[src/apf_pkg.sv]
// Shared constants, types and checksum helper for the attitude packet framer
`default_nettype none
package apf_pkg;

    // ****************************************************************
    // Framing
    // ****************************************************************
    localparam logic [7:0] HDR0 = 8'hAA;
    localparam logic [7:0] HDR1 = 8'h55;
    localparam int PKT_BYTES = 26;
    localparam logic [4:0] IDX_PAY_FIRST = 5'h02;
    localparam logic [4:0] IDX_PAY_LAST = 5'h17;
    localparam logic [4:0] IDX_CK_HI = 5'h18;
    localparam logic [4:0] IDX_CK_LO = 5'h19;
    localparam logic [4:0] IDX_HEADING_HI = 5'h06;
    localparam logic [4:0] IDX_MODEL_HI = 5'h14;
    localparam logic [16:0] CSUM_MOD = 17'h0FFFF;
    localparam int VEL_BYTES = 8;
    localparam logic [7:0] VEL_LAST = 8'h07;

    // ****************************************************************
    // Timing
    // ****************************************************************
    localparam int CLK_HZ = 20_000_000;
    localparam int TX_BAUD = 38400;
    localparam int VEL_BAUD = 9600;
    localparam logic [15:0] TX_DIV = 16'(CLK_HZ / TX_BAUD);
    localparam logic [15:0] VEL_DIV = 16'(CLK_HZ / VEL_BAUD);
    localparam logic [15:0] VEL_HALF = 16'(CLK_HZ / VEL_BAUD / 2);
    localparam logic [3:0] STOP_BIT = 4'h9;
    localparam int RATE0_HZ = 100;
    localparam int RATE1_HZ = 50;
    localparam int RATE2_HZ = 25;
    localparam int RATE3_HZ = 10;
    localparam int VEL_TIMEOUT_MS = 2000;
    localparam int VEL_TIMEOUT_CYC = CLK_HZ / 1000 * VEL_TIMEOUT_MS;

    // ****************************************************************
    // Types
    // ****************************************************************
    typedef struct packed {
        logic [15:0] roll;
        logic [15:0] pitch;
        logic [15:0] heading;
        logic [15:0] rollRate;
        logic [15:0] pitchRate;
        logic [15:0] yawRate;
        logic [15:0] accX;
        logic [15:0] accY;
        logic [15:0] accZ;
    } apf_meas_t;

    typedef struct packed {
        apf_meas_t meas;
        logic [15:0] model;
        logic [15:0] bitWord;
    } apf_frame_t;

    typedef enum logic {CY_SAMPLE, CY_PROCESS} apf_cyc_t;
    typedef enum logic [2:0] {PS_HDR0, PS_HDR1, PS_BODY, PS_CK0, PS_CK1} apf_parse_t;
    typedef enum logic [1:0] {RX_IDLE, RX_START, RX_DATA, RX_STOP} apf_rxst_t;

    typedef struct packed {
        apf_rxst_t fsm;
        logic [15:0] div;
        logic [2:0] cnt;
        logic [7:0] shift;
        logic [7:0] data;
        logic valid;
        logic err;
    } apf_rx_t;

    // Remainder of a running byte sum divided by FFFF
    function automatic logic [15:0] csumAdd(input logic [15:0] acc, input logic [7:0] b);
        logic [16:0] s;
        s = {1'b0, acc} + {9'h000, b};
        if (s >= CSUM_MOD) begin
            s = s - CSUM_MOD;
        end
        return s[15:0];
    endfunction

endpackage
`default_nettype wire

[src/apf_uart_rx.sv]
// Byte receiver for the velocity input line, 8N1, sampling mid-bit
`default_nettype none
module apf_uart_rx #(
    parameter int BIT_CYC = int'(apf_pkg::VEL_DIV)
) (
    input wire logic mclk,
    input wire logic rst,
    input wire logic rxd,
    output logic [7:0] rxData,
    output logic rxValid,
    output logic rxErr
);
    apf_pkg::apf_rx_t st;
    apf_pkg::apf_rx_t next_st;

    always_comb begin
        next_st = st;
        next_st.valid = 1'b0;
        next_st.err = 1'b0;
        next_st.div = st.div + 16'h0001;
        case (st.fsm)
            apf_pkg::RX_IDLE: begin
                next_st.div = 16'h0000;
                if (!rxd) begin
                    next_st.fsm = apf_pkg::RX_START;
                end
            end
            apf_pkg::RX_START: begin
                // A glitch shorter than half a bit is not a start bit
                if (st.div == 16'(BIT_CYC / 2)) begin
                    next_st.div = 16'h0000;
                    next_st.cnt = 3'h0;
                    next_st.fsm = rxd ? apf_pkg::RX_IDLE : apf_pkg::RX_DATA;
                end
            end
            apf_pkg::RX_DATA: begin
                if (st.div == 16'(BIT_CYC - 1)) begin
                    next_st.div = 16'h0000;
                    next_st.shift = {rxd, st.shift[7:1]};
                    next_st.cnt = st.cnt + 3'h1;
                    if (st.cnt == 3'h7) begin
                        next_st.fsm = apf_pkg::RX_STOP;
                    end
                end
            end
            apf_pkg::RX_STOP: begin
                if (st.div == 16'(BIT_CYC - 1)) begin
                    next_st.fsm = apf_pkg::RX_IDLE;
                    next_st.data = st.shift;
                    next_st.valid = rxd;
                    next_st.err = !rxd;
                end
            end
            default: begin
                next_st.fsm = apf_pkg::RX_IDLE;
            end
        endcase
        if (rst) begin
            next_st = '0;
        end
    end

    always_ff @(posedge mclk) begin
        st <= next_st;
    end

    assign rxData = st.data;
    assign rxValid = st.valid;
    assign rxErr = st.err;

endmodule
`default_nettype wire

[src/apf_framer.sv]
// Measurement packet framer, serial transmitter and velocity packet receiver
`default_nettype none
// Functional notes
// (RQ1) Every packet, sent or received, starts with header bytes AA then 55.
// (RQ2) Every packet ends with a two-byte checksum after the payload.
// (RQ3) Checksum is payload byte sum modulo FFFF, header and checksum excluded.
// (RQ4) Outgoing packet carries model configuration number and built-in-test word.
// (RQ5) Packets leave at a constant rate fixed by model configuration.
// (RQ6) Device loops forever: sample sensors, process, sample again.
// (RQ7) Next sampling starts as soon as a result is ready for sending.
// (RQ8) Processed packet is sent on the serial port as third stage.
// (RQ9) Heading goes out magnetic-referenced, no declination correction.
// (RQ10) Receive velocity packets, detect valid ones, pass their fields on.
// (RQ11) Fall back to unaided computation when velocity is absent or lost.
// (RQ12) Each field is 16-bit two's complement, high byte first.
// (RQ13) Serial output is 8 data bits, one start, one stop, no parity.
// (RQ14) Velocity source sends at 9600 baud 8N1, once per second.
// (RQ15) Velocity packets with bad header or checksum are discarded as invalid.
module apf_framer #(
    parameter int PERIOD0_CYC = apf_pkg::CLK_HZ / apf_pkg::RATE0_HZ,
    parameter int PERIOD1_CYC = apf_pkg::CLK_HZ / apf_pkg::RATE1_HZ,
    parameter int PERIOD2_CYC = apf_pkg::CLK_HZ / apf_pkg::RATE2_HZ,
    parameter int PERIOD3_CYC = apf_pkg::CLK_HZ / apf_pkg::RATE3_HZ,
    parameter int VEL_TIMEOUT_CYC = apf_pkg::VEL_TIMEOUT_CYC,
    parameter int TX_BIT_CYC = int'(apf_pkg::TX_DIV),
    parameter int VEL_BIT_CYC = int'(apf_pkg::VEL_DIV)
) (
    input wire logic mclk,
    input wire logic rst,
    input wire logic [1:0] modelCfg,
    input wire logic [15:0] modelNum,
    input wire logic [15:0] bitWord,
    output logic sampleReq,
    input wire logic procDone,
    input wire apf_pkg::apf_meas_t procData,
    output logic txd,
    input wire logic rxd,
    output logic [apf_pkg::VEL_BYTES*8-1:0] velData,
    output logic velStrobe,
    output logic velAided
);

    // ****************************************************************
    // State
    // ****************************************************************
    typedef struct packed {
        logic cfgTaken;
        logic [31:0] period;
        logic [31:0] tickCnt;
        apf_pkg::apf_cyc_t cyc;
        logic sampleReq;
        apf_pkg::apf_frame_t hold;
        logic holdValid;
        apf_pkg::apf_frame_t txFrame;
        logic txBusy;
        logic txLine;
        logic [9:0] txShift;
        logic [3:0] txBitCnt;
        logic [15:0] txDiv;
        logic [4:0] txByte;
        logic [7:0] txCur;
        logic [15:0] txSum;
        apf_pkg::apf_parse_t ps;
        logic [7:0] rxCnt;
        logic [15:0] rxSum;
        logic [7:0] rxCkHi;
        logic [apf_pkg::VEL_BYTES*8-1:0] rxPay;
        logic [apf_pkg::VEL_BYTES*8-1:0] velData;
        logic velStrobe;
        logic velAided;
        logic ckBad;
        logic [31:0] velTimer;
    } apf_main_t;

    apf_main_t st;
    apf_main_t next_st;
    logic tick;
    logic [7:0] rxByte;
    logic rxValid;
    logic rxErr;

    // Packet byte at a given index; checksum bytes use the running sum
    function automatic logic [7:0] pktByte(input apf_pkg::apf_frame_t f, input logic [4:0] idx,
                                           input logic [15:0] sum);
        logic [4:0] k;
        logic [7:0] b;
        k = idx - apf_pkg::IDX_PAY_FIRST;
        b = 8'h00;
        if (idx == 5'h00) begin
            b = apf_pkg::HDR0;
        end else if (idx == 5'h01) begin
            b = apf_pkg::HDR1;
        end else if (idx == apf_pkg::IDX_CK_HI) begin
            b = sum[15:8];
        end else if (idx == apf_pkg::IDX_CK_LO) begin
            b = sum[7:0];
        end else begin
            b = f[175 - 8*k -: 8];
        end
        return b;
    endfunction

    function automatic logic [31:0] periodFor(input logic [1:0] cfg);
        logic [31:0] p;
        case (cfg)
            2'h0: p = 32'(PERIOD0_CYC);
            2'h1: p = 32'(PERIOD1_CYC);
            2'h2: p = 32'(PERIOD2_CYC);
            default: p = 32'(PERIOD3_CYC);
        endcase
        return p;
    endfunction

    apf_uart_rx #(.BIT_CYC(VEL_BIT_CYC)) u_rx (
        .mclk(mclk),
        .rst(rst),
        .rxd(rxd),
        .rxData(rxByte),
        .rxValid(rxValid),
        .rxErr(rxErr)
    );

    assign tick = st.cfgTaken && (st.tickCnt == st.period - 32'h1);

    always_comb begin
        logic [4:0] nIdx;
        logic [7:0] nByte;
        nIdx = st.txByte + 5'h01;
        nByte = pktByte(st.txFrame, nIdx, st.txSum);
        next_st = st;
        next_st.sampleReq = 1'b0;
        next_st.velStrobe = 1'b0;
        next_st.ckBad = 1'b0;

        // ************************************************************
        // Output pacing
        // ************************************************************
        // Configuration strap is taken once after reset so the rate never drifts
        if (!st.cfgTaken) begin
            next_st.cfgTaken = 1'b1;
            next_st.period = periodFor(modelCfg);
            next_st.tickCnt = 32'h0;
        end else begin
            next_st.tickCnt = tick ? 32'h0 : st.tickCnt + 32'h1; // RQ5
        end

        // ************************************************************
        // Sample and process loop
        // ************************************************************
        case (st.cyc)
            apf_pkg::CY_SAMPLE: begin
                next_st.sampleReq = 1'b1; // RQ6
                next_st.cyc = apf_pkg::CY_PROCESS;
            end
            apf_pkg::CY_PROCESS: begin
                if (procDone) begin
                    // Heading is taken as given: magnetic, no declination
                    next_st.hold.meas = procData; // RQ9
                    next_st.hold.model = modelNum; // RQ4
                    next_st.hold.bitWord = bitWord; // RQ4
                    next_st.holdValid = 1'b1;
                    next_st.sampleReq = 1'b1; // RQ7
                end
            end
            default: begin
                next_st.cyc = apf_pkg::CY_SAMPLE;
            end
        endcase

        // ************************************************************
        // Serial transmit
        // ************************************************************
        // A result not yet sent when a newer one lands is overwritten
        if (tick && st.holdValid && !st.txBusy) begin
            next_st.txFrame = st.hold; // RQ8
            next_st.holdValid = procDone;
            next_st.txBusy = 1'b1;
            next_st.txShift = {1'b1, apf_pkg::HDR0, 1'b0}; // RQ1 RQ13
            next_st.txLine = 1'b0;
            next_st.txCur = apf_pkg::HDR0;
            next_st.txByte = 5'h00;
            next_st.txBitCnt = 4'h0;
            next_st.txDiv = 16'h0000;
            next_st.txSum = 16'h0000;
        end else if (st.txBusy) begin
            next_st.txDiv = st.txDiv + 16'h0001;
            if (st.txDiv == 16'(TX_BIT_CYC - 1)) begin
                next_st.txDiv = 16'h0000;
                next_st.txShift = {1'b1, st.txShift[9:1]};
                next_st.txLine = st.txShift[1];
                next_st.txBitCnt = st.txBitCnt + 4'h1;
                if (st.txBitCnt == apf_pkg::STOP_BIT) begin
                    next_st.txBitCnt = 4'h0;
                    if (st.txByte == apf_pkg::IDX_CK_LO) begin
                        next_st.txBusy = 1'b0;
                        next_st.txLine = 1'b1;
                    end else begin
                        next_st.txByte = nIdx;
                        next_st.txCur = nByte; // RQ12 RQ2
                        next_st.txShift = {1'b1, nByte, 1'b0}; // RQ13
                        next_st.txLine = 1'b0;
                        if (nIdx >= apf_pkg::IDX_PAY_FIRST && nIdx <= apf_pkg::IDX_PAY_LAST) begin
                            next_st.txSum = apf_pkg::csumAdd(st.txSum, nByte); // RQ3
                        end
                    end
                end
            end
        end

        // ************************************************************
        // Velocity packet receive
        // ************************************************************
        if (st.velTimer == 32'(VEL_TIMEOUT_CYC) - 32'h1) begin
            next_st.velAided = 1'b0; // RQ11
        end else begin
            next_st.velTimer = st.velTimer + 32'h1;
        end
        if (rxErr) begin
            next_st.ps = apf_pkg::PS_HDR0; // RQ15
        end else if (rxValid) begin
            case (st.ps)
                apf_pkg::PS_HDR0: begin
                    if (rxByte == apf_pkg::HDR0) begin
                        next_st.ps = apf_pkg::PS_HDR1; // RQ1
                    end
                end
                apf_pkg::PS_HDR1: begin
                    next_st.rxCnt = 8'h00;
                    next_st.rxSum = 16'h0000;
                    if (rxByte == apf_pkg::HDR1) begin
                        next_st.ps = apf_pkg::PS_BODY;
                    end else if (rxByte != apf_pkg::HDR0) begin
                        next_st.ps = apf_pkg::PS_HDR0; // RQ15
                    end
                end
                apf_pkg::PS_BODY: begin
                    next_st.rxPay = {st.rxPay[apf_pkg::VEL_BYTES*8-9:0], rxByte};
                    next_st.rxSum = apf_pkg::csumAdd(st.rxSum, rxByte); // RQ3
                    next_st.rxCnt = st.rxCnt + 8'h01;
                    if (st.rxCnt == apf_pkg::VEL_LAST) begin
                        next_st.ps = apf_pkg::PS_CK0;
                    end
                end
                apf_pkg::PS_CK0: begin
                    next_st.rxCkHi = rxByte;
                    next_st.ps = apf_pkg::PS_CK1;
                end
                apf_pkg::PS_CK1: begin
                    next_st.ps = apf_pkg::PS_HDR0;
                    if ({st.rxCkHi, rxByte} == st.rxSum) begin
                        next_st.velData = st.rxPay; // RQ10
                        next_st.velStrobe = 1'b1;
                        next_st.velAided = 1'b1;
                        next_st.velTimer = 32'h0;
                    end else begin
                        // A corrupt packet means the source is no longer trusted
                        next_st.velAided = 1'b0; // RQ15 RQ11
                        next_st.ckBad = 1'b1;
                    end
                end
                default: begin
                    next_st.ps = apf_pkg::PS_HDR0;
                end
            endcase
        end

        if (rst) begin
            next_st = '0;
            next_st.txLine = 1'b1;
        end
    end

    always_ff @(posedge mclk) begin
        st <= next_st;
    end

    assign sampleReq = st.sampleReq;
    assign txd = st.txLine;
    assign velData = st.velData;
    assign velStrobe = st.velStrobe;
    assign velAided = st.velAided;
endmodule
`default_nettype wire

[config.mk]
export PLATFORM = sky130hd
export DESIGN_NAME = apf_framer
export DESIGN_NICKNAME = d
export VERILOG_FILES = /design/src/apf_pkg.sv /design/src/apf_uart_rx.sv /design/src/apf_framer.sv
export SDC_FILE = /design/constraint.sdc
export NUM_CORES = 2
export LEC_CHECK = 0
export BUFFER_PORTS_ARGS = -buffer_cell sky130_fd_sc_hd__buf_2
export CAP_MARGIN = 20
export CORE_MARGIN = 2
export CORE_UTILIZATION = 38
export CTS_CLUSTER_SIZE = 12
export DETAILED_ROUTE_END_ITERATION = 10
export PLACE_DENSITY = 0.51
export SYNTH_ARGS = -nofsm -noshare
export SYNTH_HDL_FRONTEND = slang
export SYNTH_SLANG_ARGS = --single-unit
[constraint.sdc]
create_clock -name mclk -period 8.6 [get_ports mclk]
set_clock_uncertainty 0.15 [all_clocks]
set_input_delay 2.58 -clock mclk [delete_from_list [all_inputs] [get_ports mclk]]
set_output_delay 2.58 -clock mclk [all_outputs]
set_load 0.01 [all_outputs]
==> impl_metrics.py <==
metrics = {
    "place": {
        "dp_hpwl_mm": 53.9,
        "post-place-ws_ns": 1.60,
        "post-place-cells": 4751,
        "place_congestion": 0.848,
        "portBuffers": 249,
    },
    "timing": {
        "max_slew_margin_pct": 32.1,
        "fin_crit_ns": 7.06,
        "final_hold_viol_count": 0,
        "min_period_over_period_pct": 82.1,
        "report.final.slew_viol_count": 0,
        "setup_tns_ns": 0,
        "worst_pin_slew_ns": 1.02,
        "fin_ws_ns": 1.54,
        "setup_violations": 0,
        "rsz0062_at_grt": "false",
        "fmax_mhz": 142,
    },
    "logic_synthesis": {
        "yosys.area.top_type": "dfxtp_1",
        "yosysWarnings": 0,
        "synth_mux_area_share_pct": 4.74,
        "avgSynthCellArea_sq_um": 8.00,
        "synthSimpleGateAreaFrac_pct": 23.3,
        "synth-main-ff-cell": "dfxtp_1",
        "yosys-top-cells-area": "dfxtp_1, nand2_1, a21oi_1",
        "synth_cell_types": 79,
        "yosys_register_bits": 688,
        "synthCells": 3739,
        "synthesis.area_sq_mm": 0.0299,
        "async_reset_ff_share_pct": 0,
        "synth-edff-count": 0,
        "synth_top_area_share_pct": 46.1,
        "synth_compound_area_share_pct": 14.4,
        "synth_nets": 3966,
        "synth_fa_ha_area_share_pct": 1.93,
        "yosysMostFrequentCell": "nand2_1",
        "synth-seq-area-share_pct": 46.1,
        "synth_top_family_by_area": "simple AND/OR/NAND/NOR gates",
        "synth_common_cells": "nand2_1, dfxtp_1, a21oi_1",
        "synth-xor-area-share_pct": 4.32,
    },
    "worst_setup_path": {
        "ff2ff_path_depth": 23,
        "critPathLaunchType": "flop",
        "cp-startpoint": "st[222]",
        "critPathKind": "flop to flop",
        "reg2reg_from": "st[222]",
        "crit_path_max_fanout": 15,
        "critical_path_arrival_ns": 7.46,
        "r2r_setup_slack_ns": 1.54,
        "cp.required_ns": 9.00,
        "end_kind": "flop",
        "r2r_end": "st[206]",
    },
    "run": {
        "cap_viol_max_count": 0,
    },
    "routing": {
        "drtIter0Drc": 1598,
        "via_per_inst": 5.04,
        "antenna_left": 0,
        "routedWlPerCell_microns": 16.4,
        "drc": 0,
        "drt_pass1_iterations": 5,
        "num_vias": 24600,
        "wirelength_mm": 80.2,
    },
    "clocking": {
        "cts_hold_buf": 0,
        "cts_buffer_depth": 3,
        "cts_setup_buffers": 0,
        "ctsRootBufferMaster": "clkbuf_16",
        "clk_pin_slew_ns": 0.06,
        "cts_resized": 0,
        "cts_tree": "yes",
        "htree_levels": 3,
        "clock_latency_ns": 0.62,
        "cts_buffers": 77,
        "cts_sinks": 688,
    },
    "layout": {
        "fill_cells": 7976,
        "diodes": 0,
        "areaGrowthSynthToFinish_pct": 13.4,
        "post-route-util_pct": 43.6,
        "stdcell_count": 4890,
        "nNetsFinal": 4018,
        "final_layout_size_suffix_gt1_share_pct": 12.0,
    },
    "outcome": {
        "status": "completed",
    },
    "min_path": {
        "holdPathStages": 2,
        "worstHoldEndpoint": "velData[61]",
        "worstHoldStart": "velData[61]",
        "hold_path.class": "flop to flop",
    },
    "die": {
        "core_sq_mm": 0.0777,
        "boundaryPins": 250,
        "chipWidth_microns": 285,
        "initial_core_util_pct": 38.5,
        "fp.dieArea_sq_mm": 0.0809,
        "rows": 102,
        "fp.dieH_microns": 285,
    },
    "global_route": {
        "grt_pass1_vias": 23400,
        "grt_pass1_wl_mm": 129,
        "grt_max_degree": 193,
        "grt_remaining_overflow": 0,
        "track_usage_pct": 19.4,
        "grt_antenna_before_repair": 0,
    },
    "pwr": {
        "leakagePower_nw": 12.2,
        "powerDensity_mw_per_mm2": 200,
        "peakVddDrop_mv": 0.117,
    },
}
-- metal layers --
metal | wire length, microns | vias up | global-route usage [%]
li1 | - | 12600 | -
met4 | 1710 | 0 | 5.33
met3 | 2670 | 103 | 2.67
met2 | 37900 | 379 | 32.3
met5 | 0 | - | 0
met1 | 38000 | 11500 | 26.1
-- cell families after synthesis --
family | after synthesis
and+or+nand+nor | 1661
AOI/OAI and AO/OA | 767
DFF | 688
buffers and inverters | 342
xor gates and xnor gates | 145
muxes | 91
adders and majority gates | 45
-- where the power goes --
group          internal, W  switching (W)
logic            0.0000865       0.000150
registers          0.00323      0.0000320
clock network      0.00195        0.00134
-- registers in the layout, indices dropped and copies added, names as in the netlist, 8 cells and up --
| name | flops |
|---|---|
| st | 581 |
| u_rx.st | 29 |
| velData | 64 |
| u_rx.rxData | 8 |
-- final cells by class --
cell class / instances / area (sq um) / share of cell area, %
clock buffers: 119 / 2240 / 6.60
multi-input cells: 2709 / 14600 / 43.1
flip-flops and latches: 688 / 13800 / 40.6
repair buffers: 273 / 1520 / 4.48
clock inverters: 19 / 293 / 0.864
inverters: 42 / 158 / 0.465
well taps: 1040 / 1300 / 3.84
-- layout by cell type, fill, tap and decap left out, types with 37 or more instances in the layout --
cell type     n
buf_2       248
o21ai_0      57
nand3_1      72
mux4_2       40
xnor2_1      65
inv_1        41
ha_1         42
nand2_1    1118
clkbuf_16    78
nor3_1       37
a21oi_1     566
dfxtp_1     687
mux2i_1      46
nor2_1      241
xor2_1       77
-- critical path, stage by stage, from the launching register on --
cell and delay [ns]:
dfxtp_4 0.34, inv_1 0.38, ha_2 0.49, inv_1 0.23, ha_1 0.32, inv_1 0.09
a21oi_1 0.13, a311oi_1 0.07, or4_1 0.55, and2_4 0.24, mux4_2 0.44, a221oi_2 0.26
a21oi_1 0.14, a21o_1 0.21, ha_1 0.27, a211o_1 0.35, a211oi_1 0.37, a21boi_0 0.22
o311ai_0 0.41, o2111a_1 0.29, a31o_2 0.32, a31oi_1 0.14, or4_1 0.42, a21oi_1 0.15
-- worst max path at each step --
stage	depth (start not counted)	to	slack (ns)
final	23	st[206]	1.54
after global routing	23	st[206]	1.02
after CTS	23	st[206]	1.60
after detailed placement	23	st[206]	1.60
after global placement	23	st[206]	1.63
after floorplan	29	st[206]	0.85
-- per-stage QoR --
stage	total power, W	hold slack [ns]	cell area (sq um)
floorplan	0.00347	0.268	29900
global placement	0.00357	0.283	31300
detailed placement	0.00357	0.292	31400
CTS	0.00689	0.299	33900
global route	0.00705	0.315	33900
finish	0.00679	0.294	33900
No activity file was read; power rests on OpenSTA's default activity.
